===== config.mk =====
export PLATFORM = sky130hd
export DESIGN_NAME = scs_sync_clock_selector
export DESIGN_NICKNAME = d
export VERILOG_FILES = /design/src/design/scs_pkg.sv /design/src/design/scs_sync_clock_selector.sv
export SDC_FILE = /design/constraint.sdc
export NUM_CORES = 1
export LEC_CHECK = 0
export BUFFER_PORTS_ARGS = -buffer_cell sky130_fd_sc_hd__buf_2
export CORE_MARGIN = 1
export CORE_UTILIZATION = 45
export DETAILED_ROUTE_END_ITERATION = 16
export PLACE_DENSITY = 0.7
export SYNTH_ARGS = -nofsm -noshare
export SYNTH_HDL_FRONTEND = slang
export SYNTH_SLANG_ARGS = --single-unit
export TNS_END_PERCENT = 20

===== constraint.sdc =====
create_clock -name clk_sys -period 4.7 [get_ports clk_sys]
set_input_delay 0.94 -clock clk_sys [delete_from_list [all_inputs] [get_ports clk_sys]]
set_output_delay 0.94 -clock clk_sys [all_outputs]
set_load 0.01 [all_outputs]

===== src/design/scs_pkg.sv =====
// Shared constants, codes and carrier types of the sync clock selector
package scs_pkg;

    // ****************************************************************
    // Timing
    // ****************************************************************
    localparam int unsigned CLK_HZ = 20_000_000;
    localparam int unsigned MINUTE_S = 60;
    localparam int unsigned MINUTE_CYCLES = MINUTE_S * CLK_HZ;
    localparam int unsigned HOLD_LEARN_MS = 1000;
    localparam int unsigned HOLD_LEARN_CYCLES = HOLD_LEARN_MS * (CLK_HZ / 1000);

    // ****************************************************************
    // Field widths and limits
    // ****************************************************************
    localparam int QL_W = 4;
    localparam int PRIO_W = 4;
    localparam int RESTORE_WAIT_W = 4;
    localparam logic [3:0] RESTORE_WAIT_OFF = 4'h0;
    localparam logic [3:0] RESTORE_WAIT_MAX = 4'hC;

    // ****************************************************************
    // Quality codes, higher value ranks better
    // ****************************************************************
    localparam logic [3:0] NO_QUALITY_CODE = 4'h0;
    localparam logic [3:0] QL_INV = 4'h1;
    localparam logic [3:0] QL_DNU = 4'h2;
    localparam logic [3:0] QL_EEC1 = 4'h3;
    localparam logic [3:0] QL_EEC2 = 4'h4;
    localparam logic [3:0] QL_SSUB = 4'h5;
    localparam logic [3:0] QL_SSUA = 4'h6;
    localparam logic [3:0] QL_PRC = 4'h7;
    localparam logic [3:0] LINK_DOWN_QUALITY_CODE = 4'h8;
    localparam logic [3:0] NO_MESSAGE_QUALITY_CODE = 4'h9;

    // ****************************************************************
    // Modes and selector states
    // ****************************************************************
    typedef enum logic [1:0] {
        MODE_FORCE_FREE = 2'h0,
        MODE_FORCE_HOLD = 2'h1,
        MODE_MANUAL = 2'h2,
        MODE_AUTO = 2'h3
    } scs_mode_t;

    localparam scs_mode_t MODE_RESET = MODE_FORCE_FREE;

    typedef enum logic [1:0] {
        ST_FREE_RUN = 2'h0,
        ST_LOCKED = 2'h1,
        ST_HOLDOVER = 2'h3
    } scs_state_t;

    // ****************************************************************
    // Per-source carriers
    // ****************************************************************
    typedef struct packed {
        logic nominated;
        logic msgEnable;
        logic overrideEn;
        logic [QL_W-1:0] overrideQl;
        logic [PRIO_W-1:0] prio;
        logic [RESTORE_WAIT_W-1:0] restoreWaitMin;
    } scs_src_cfg_t;

    typedef struct packed {
        logic linkUp;
        logic sourceSignalLost;
        logic msgValid;
        logic [QL_W-1:0] rxQl;
    } scs_src_rx_t;

endpackage


===== src/design/scs_sync_clock_selector.sv =====
// Reference clock selector with wait-to-restore and quality message handling
`timescale 1ns/1ps
`default_nettype none

module scs_sync_clock_selector
    import scs_pkg::*;
#(
    parameter int NSRC = 2,
    parameter int SW = 1,
    parameter int unsigned TICK_CYCLES = MINUTE_CYCLES,
    parameter int unsigned LEARN_CYCLES = HOLD_LEARN_CYCLES
)
(
    input wire logic clk_sys,
    input wire logic rst,
    input wire logic ce,
    input wire scs_src_cfg_t [NSRC-1:0] srcCfg,
    input wire scs_src_rx_t [NSRC-1:0] srcRx,
    input wire logic [NSRC-1:0] restoreWaitClear,
    input wire scs_mode_t modeReq,
    input wire logic modeWr,
    input wire logic [SW-1:0] manualSource,
    input wire logic [QL_W-1:0] holdoverQl,
    input wire logic [QL_W-1:0] freeRunQl,
    output var scs_mode_t modeState,
    output var scs_state_t selState,
    output logic [SW-1:0] lockedSource,
    output logic lockLossAlarm,
    output logic invalidParam,
    output logic [QL_W-1:0] txQl,
    output logic [NSRC-1:0][QL_W-1:0] rxQlReport,
    output logic [NSRC-1:0] restoreWaitActive,
    output logic [NSRC-1:0] clkRouteEn,
    output logic holdValid
);

    // ****************************************************************
    // Declarations
    // ****************************************************************
    logic [30:0] tickCnt_reg;
    logic minuteTick_reg;
    logic [NSRC-1:0] usable;
    logic [NSRC-1:0] lostPrev_reg;
    logic [NSRC-1:0] recovered;
    logic [NSRC-1:0][QL_W-1:0] effQl;
    logic [NSRC-1:0][RESTORE_WAIT_W-1:0] restoreWaitCnt_reg;
    logic bestOk;
    logic [SW-1:0] bestIdx;
    logic [QL_W-1:0] bestQl;
    logic [PRIO_W-1:0] bestPrio;
    logic manualOk;
    scs_state_t stateNext;
    logic [SW-1:0] srcNext;
    logic [QL_W-1:0] nextLockQl;
    logic [31:0] learnCnt_reg;

    // ****************************************************************
    // Mode setting
    // ****************************************************************
    always_ff @(posedge clk_sys or posedge rst)
    begin
        if (rst)
        begin
            modeState <= MODE_RESET;
            invalidParam <= 1'b0;
        end
        else if (ce)
        begin
            invalidParam <= 1'b0;
            if (modeWr)
            begin
                if (modeState == MODE_FORCE_FREE && modeReq == MODE_FORCE_HOLD)
                begin
                    invalidParam <= 1'b1;
                end
                else
                begin
                    modeState <= modeReq;
                end
            end
        end
    end

    // ****************************************************************
    // One-minute tick
    // ****************************************************************
    always_ff @(posedge clk_sys or posedge rst)
    begin
        if (rst)
        begin
            tickCnt_reg <= '0;
            minuteTick_reg <= 1'b0;
        end
        else if (ce)
        begin
            if (tickCnt_reg == 31'(TICK_CYCLES - 1))
            begin
                tickCnt_reg <= '0;
                minuteTick_reg <= 1'b1;
            end
            else
            begin
                tickCnt_reg <= tickCnt_reg + 31'h1;
                minuteTick_reg <= 1'b0;
            end
        end
    end

    // ****************************************************************
    // Per-source quality, restore wait and received report
    // ****************************************************************
    for (genvar i = 0; i < NSRC; i++)
    begin : g_src
        assign recovered[i] = lostPrev_reg[i] && !srcRx[i].sourceSignalLost;
        assign effQl[i] = srcCfg[i].overrideEn ? srcCfg[i].overrideQl :
            (srcCfg[i].msgEnable && srcRx[i].linkUp && srcRx[i].msgValid) ? srcRx[i].rxQl :
            NO_QUALITY_CODE;
        assign usable[i] = srcCfg[i].nominated && srcRx[i].linkUp
            && !srcRx[i].sourceSignalLost && !restoreWaitActive[i];
        assign restoreWaitActive[i] = restoreWaitCnt_reg[i] != '0;

        always_ff @(posedge clk_sys or posedge rst)
        begin
            if (rst)
            begin
                lostPrev_reg[i] <= 1'b0;
                restoreWaitCnt_reg[i] <= '0;
            end
            else if (ce)
            begin
                lostPrev_reg[i] <= srcRx[i].sourceSignalLost;
                if (recovered[i])
                begin
                    if (srcCfg[i].restoreWaitMin > RESTORE_WAIT_MAX)
                    begin
                        restoreWaitCnt_reg[i] <= RESTORE_WAIT_MAX;
                    end
                    else
                    begin
                        restoreWaitCnt_reg[i] <= srcCfg[i].restoreWaitMin;
                    end
                end
                else if (restoreWaitClear[i])
                begin
                    restoreWaitCnt_reg[i] <= '0;
                end
                else if (minuteTick_reg && restoreWaitCnt_reg[i] != '0)
                begin
                    restoreWaitCnt_reg[i] <= restoreWaitCnt_reg[i] - 4'h1;
                end
            end
        end

        always_ff @(posedge clk_sys or posedge rst)
        begin
            if (rst)
            begin
                rxQlReport[i] <= LINK_DOWN_QUALITY_CODE;
                clkRouteEn[i] <= 1'b0;
            end
            else if (ce)
            begin
                clkRouteEn[i] <= srcCfg[i].nominated;
                if (!srcRx[i].linkUp)
                begin
                    rxQlReport[i] <= LINK_DOWN_QUALITY_CODE;
                end
                else if (srcCfg[i].msgEnable && !srcRx[i].msgValid)
                begin
                    rxQlReport[i] <= NO_MESSAGE_QUALITY_CODE;
                end
                else if (srcCfg[i].msgEnable)
                begin
                    rxQlReport[i] <= srcRx[i].rxQl;
                end
                else
                begin
                    rxQlReport[i] <= NO_QUALITY_CODE;
                end
            end
        end

    end

    // ****************************************************************
    // Best source search
    // ****************************************************************
    always_comb
    begin
        bestOk = 1'b0;
        bestIdx = '0;
        bestQl = '0;
        bestPrio = '0;
        for (int i = 0; i < NSRC; i++)
        begin
            if (usable[i] && (!bestOk || effQl[i] > bestQl
                || (effQl[i] == bestQl && srcCfg[i].prio < bestPrio)))
            begin
                bestOk = 1'b1;
                bestIdx = SW'(i);
                bestQl = effQl[i];
                bestPrio = srcCfg[i].prio;
            end
        end
    end

    always_comb
    begin
        manualOk = 1'b0;
        for (int i = 0; i < NSRC; i++)
        begin
            if (manualSource == SW'(i) && usable[i])
            begin
                manualOk = 1'b1;
            end
        end
    end

    // ****************************************************************
    // Selector state
    // ****************************************************************
    always_comb
    begin
        srcNext = lockedSource;
        case (modeState)
            MODE_FORCE_FREE:
            begin
                stateNext = ST_FREE_RUN;
            end
            MODE_FORCE_HOLD:
            begin
                stateNext = holdValid ? ST_HOLDOVER : ST_FREE_RUN;
            end
            MODE_MANUAL:
            begin
                if (manualOk)
                begin
                    stateNext = ST_LOCKED;
                    srcNext = manualSource;
                end
                else
                begin
                    stateNext = holdValid ? ST_HOLDOVER : ST_FREE_RUN;
                end
            end
            default:
            begin
                if (bestOk)
                begin
                    stateNext = ST_LOCKED;
                    srcNext = bestIdx;
                end
                else
                begin
                    stateNext = holdValid ? ST_HOLDOVER : ST_FREE_RUN;
                end
            end
        endcase
    end

    always_comb
    begin
        nextLockQl = NO_QUALITY_CODE;
        for (int i = 0; i < NSRC; i++)
        begin
            if (srcNext == SW'(i))
            begin
                nextLockQl = effQl[i];
            end
        end
    end

    always_ff @(posedge clk_sys or posedge rst)
    begin
        if (rst)
        begin
            selState <= ST_FREE_RUN;
            lockedSource <= '0;
            txQl <= NO_QUALITY_CODE;
        end
        else if (ce)
        begin
            selState <= stateNext;
            lockedSource <= srcNext;
            case (stateNext)
                ST_LOCKED:
                begin
                    txQl <= nextLockQl;
                end
                ST_HOLDOVER:
                begin
                    txQl <= holdoverQl;
                end
                default:
                begin
                    txQl <= freeRunQl;
                end
            endcase
        end
    end

    // ****************************************************************
    // Holdover learning and lock loss alarm
    // ****************************************************************
    always_ff @(posedge clk_sys or posedge rst)
    begin
        if (rst)
        begin
            learnCnt_reg <= '0;
            holdValid <= 1'b0;
        end
        else if (ce)
        begin
            if (selState == ST_LOCKED && stateNext == ST_LOCKED && srcNext == lockedSource)
            begin
                if (learnCnt_reg >= LEARN_CYCLES - 1)
                begin
                    holdValid <= 1'b1;
                end
                else
                begin
                    learnCnt_reg <= learnCnt_reg + 32'h1;
                end
            end
            else
            begin
                learnCnt_reg <= '0;
            end
        end
    end

    always_ff @(posedge clk_sys or posedge rst)
    begin
        if (rst)
        begin
            lockLossAlarm <= 1'b0;
        end
        else if (ce)
        begin
            if (selState == ST_LOCKED && stateNext != ST_LOCKED)
            begin
                lockLossAlarm <= 1'b1;
            end
            else if (stateNext == ST_LOCKED)
            begin
                lockLossAlarm <= 1'b0;
            end
        end
    end
endmodule
`default_nettype wire


==> key figures <==
Routing
  – DRC Markers: 0
  – Met2 wire length: 5960 um
  – DR vias: 4509
  – Drt pass-1 iters: 4
  – Drt total wl: 12300 um
  – Vias/cell: 5.70
  – Max layer used: met4
  – DR WL met3: 603 um
  – Initial DRC count: 315
  – WL/cell: 15.5 um
  – Routed Antenna Nets: 0
  – Met1 wire length: 5490 um

Final layout
  – # nets final: 715
  – Most common cell after layout, fill and taps aside: dfrtp_1
  – Largest register FFs: 32
  – Synth-to-Final Area Change: 15.8%
  – Area of the multi-input gates: 2720 um^2
  – Layout cells sized above 1: 0.198
  – Most frequent cells in the layout: dfrtp_1 (94), buf_2 (84), nand2_1 (65), nor2_1 (48), o21ai_0 (39)
  – Fill count: 1001
  – Finished Layout Cells: 791
  – Antenna cells: 0
  – Register area: 2400 um^2
  – Layout Utilization: 0.535

Setup path
  – CP Data Required Time: 4.94 ns
  – Critical path launch point type: flop
  – Critical Path Max Stage Delay: 0.69 ns
  – Crit-path slowest cell: mux2i_4
  – Cells along the critical path: inv_1 > ha_1 > or3b_4 > nor3_4 > nand2_1 > ha_1 > a21oi_1 > a21boi_0 > o21ai_0 > a41oi_4 > mux2i_4 > nand2_1 > o31ai_1
  – Critical Path End Type: flop
  – Critical path buffer and inverter count: 1
  – Critical path class: reg -> reg
  – Worst EP arrival: 4.27 ns
  – Crit-path max FO: 24
  – CP top delay family: simple AND/OR/NAND/NOR gates

Clock tree
  – Root Buffer: clkbuf_16
  – Clock tree buffer depth: 2
  – H-tree Lvls: 3
  – Num CTS Buffers: 9
  – CTS sink count: 96
  – Clk Latency, worst-skew pair: 0.35 ns
  – # resized after CTS: 0
  – Clock-pin slew on the worst setup and hold paths: 0.07 ns
  – CTS tree: built
  – CTS Hold Bufs: 0
  – Post-CTS setup buffers: 0

Synthesis
  – Distinct cells, synth: 66
  – Mux contribution to synthesized area: 0.0368
  – Post-Synth XOR/XNOR Area: 0.0479
  – Area fraction in compound gates after synthesis: 0.160
  – Ys async rst share: 1.00
  – Syn_area_per_cell: 9.33 um^2
  – Post-synth top area share: 0.444
  – Flops & latches, synth: 96
  – Leading area contributor after synthesis: dfrtp_1
  – Main synth FF type: dfrtp_1
  – Simple-gate share of the synthesized area: 0.242
  – Synth Cell Area: 5300 um^2
  – Cells after synthesis: 568
  – Synth warn: 0
  – Post-synthesis net count: 640
  – Register area share after synthesis: 0.454
  – Largest family of logic cells by synthesized area: simple AND/OR/NAND/NOR gates
  – Dominant cells by area after synthesis: dfrtp_1 (44%), nand2_1 (4.6%), o21ai_0 (3.7%), nor2_1 (3.4%), nand3_1 (3.1%)
  – Synth Area in Adders: 0.0260
  – Post-synth EDFFs: 0

Timing
  – Max-slew violations: 0
  – Slew headroom: 0.344
  – # setup viols final: 0
  – Final hold violation count: 0
  – Period utilisation layout: 0.857
  – Max Clock Freq: 248 MHz
  – Worst slew pin tran: 0.982 ns
  – Setup TNS: 0 ns
  – RSZ-0062 raised after global routing: false
  – Clock skew: 0.0101 ns
  – Crit path time final: 4.03 ns

Floorplan
  – Starting Density: 0.462
  – I/O pins: 85
  – Full die area: 12200 um^2
  – Num rows: 39
  – Die H: 111 um
  – Core area: 11500 um^2
  – Die width: 111 um

Outcome
  – Status: completed

Placement
  – Half-perimeter wire length after placement: 8800 um
  – GPL Wtd Cong: 0.869
  – IO Port Bufs: 84
  – Cells after DPL: 775

Global routing
  – GRT overflow: 0
  – First-pass GRT wire length: 21200 um
  – All-Layer GR Usage: 0.211
  – Vias in the first global route: 4551
  – Largest net degree at the start of global routing: 66
  – Initial antenna violation count: 0

Power and ir drop
  – VDD IR-drop max: 0.181 mV
  – Static Leak: 2.79 nW
  – Pwr Density: 325 nW/um^2

Job
  – Max-cap viol count: 0

Min path
  – Class of the worst hold path: reg -> reg
## stage by stage
step	power [mW]	area, um^2	hold WS (ns)	worst slack, ns
finish	1.99	6130	0.479	0.670
global placement	1.18	5800	0.454	0.722
floorplan	1.10	5300	0.438	1.26
detailed placement	1.20	5800	0.468	0.572
CTS	2.01	6130	0.479	0.680
global route	2.08	6130	0.488	0.261
## synth_stat cells, types with 3 or more instances
master	number
mux2_2	6
a31oi_1	17
and3_1	11
o31ai_1	4
a21o_1	3
ha_1	11
xor2_1	12
o21ai_1	4
nor3b_1	3
nand2b_1	5
o21ai_0	39
nand3_1	33
nand2_1	65
and2_1	11
mux2i_1	9
nand4_1	14
clkbuf_1	15
inv_1	18
a211oi_1	6
nor4_1	4
nor3_1	10
nand3b_1	3
or3_1	4
dfrtp_1	94
a21oi_1	23
or3b_1	3
or4_1	3
xnor2_1	17
nor2_1	48
a21boi_0	4
o2bb2ai_1	3
and4_1	4
nor2b_1	10
buf_6	3
a22oi_1	5
a41oi_1	6
## where the power goes
group | leakage, nW | switching (mW) | internal, mW | total (mW)
logic | 1.36 | 0.138 | 0.112 | 0.250
registers | 1.27 | 0.0483 | 0.881 | 0.930
clock network | 0.161 | 0.337 | 0.477 | 0.814
total | 2.79 | 0.523 | 1.47 | 1.99
## logic make-up after synthesis
kind of cell	count (synthesis)
xor+xnor	29
buf+inv	40
simple gates	245
fa+ha+maj	11
mux	17
compound gates	130
flops	96
## routing by layer
layer | global-route usage | vias up
li1 | - | 2204
met4 | 0.0924 | 0
met3 | 0.0412 | 14
met1 | 0.271 | 2157
met5 | 0 | -
met2 | 0.346 | 134
## layout make-up
cell class / count / share of cell area
Clock buffer: 10 / 0.0373
Clock inverter: 6 / 0.0163
Sequential cell: 96 / 0.392
Inverter: 18 / 0.0114
Tap cell: 143 / 0.0292
Multi-Input combinational cell: 432 / 0.443
Timing Repair Buffer: 86 / 0.0710
## worst paths after layout
kind                                                endpoint  depth (start not counted)  slack [ns]                               from
worst max-delay path            learnCnt_reg[12]$_DFFE_PP0P_                         13        0.67  restoreWaitCnt_reg[0]$_DFFE_PP0P_
worst min-delay path              tickCnt_reg[8]$_DFFE_PP0P_                          1        0.48         tickCnt_reg[8]$_DFFE_PP0P_
worst max register to register  learnCnt_reg[12]$_DFFE_PP0P_                         13        0.67  restoreWaitCnt_reg[0]$_DFFE_PP0P_
worst min register to register    tickCnt_reg[8]$_DFFE_PP0P_                          1        0.48         tickCnt_reg[8]$_DFFE_PP0P_
max in group asynchronous          rxQlReport[3]$_DFFE_PP1P_                          3        3.03                                rst
min in group asynchronous       learnCnt_reg[31]$_DFFE_PP0P_                          2        0.74                                rst
Note: power is estimated with default switching activity, not from simulation.
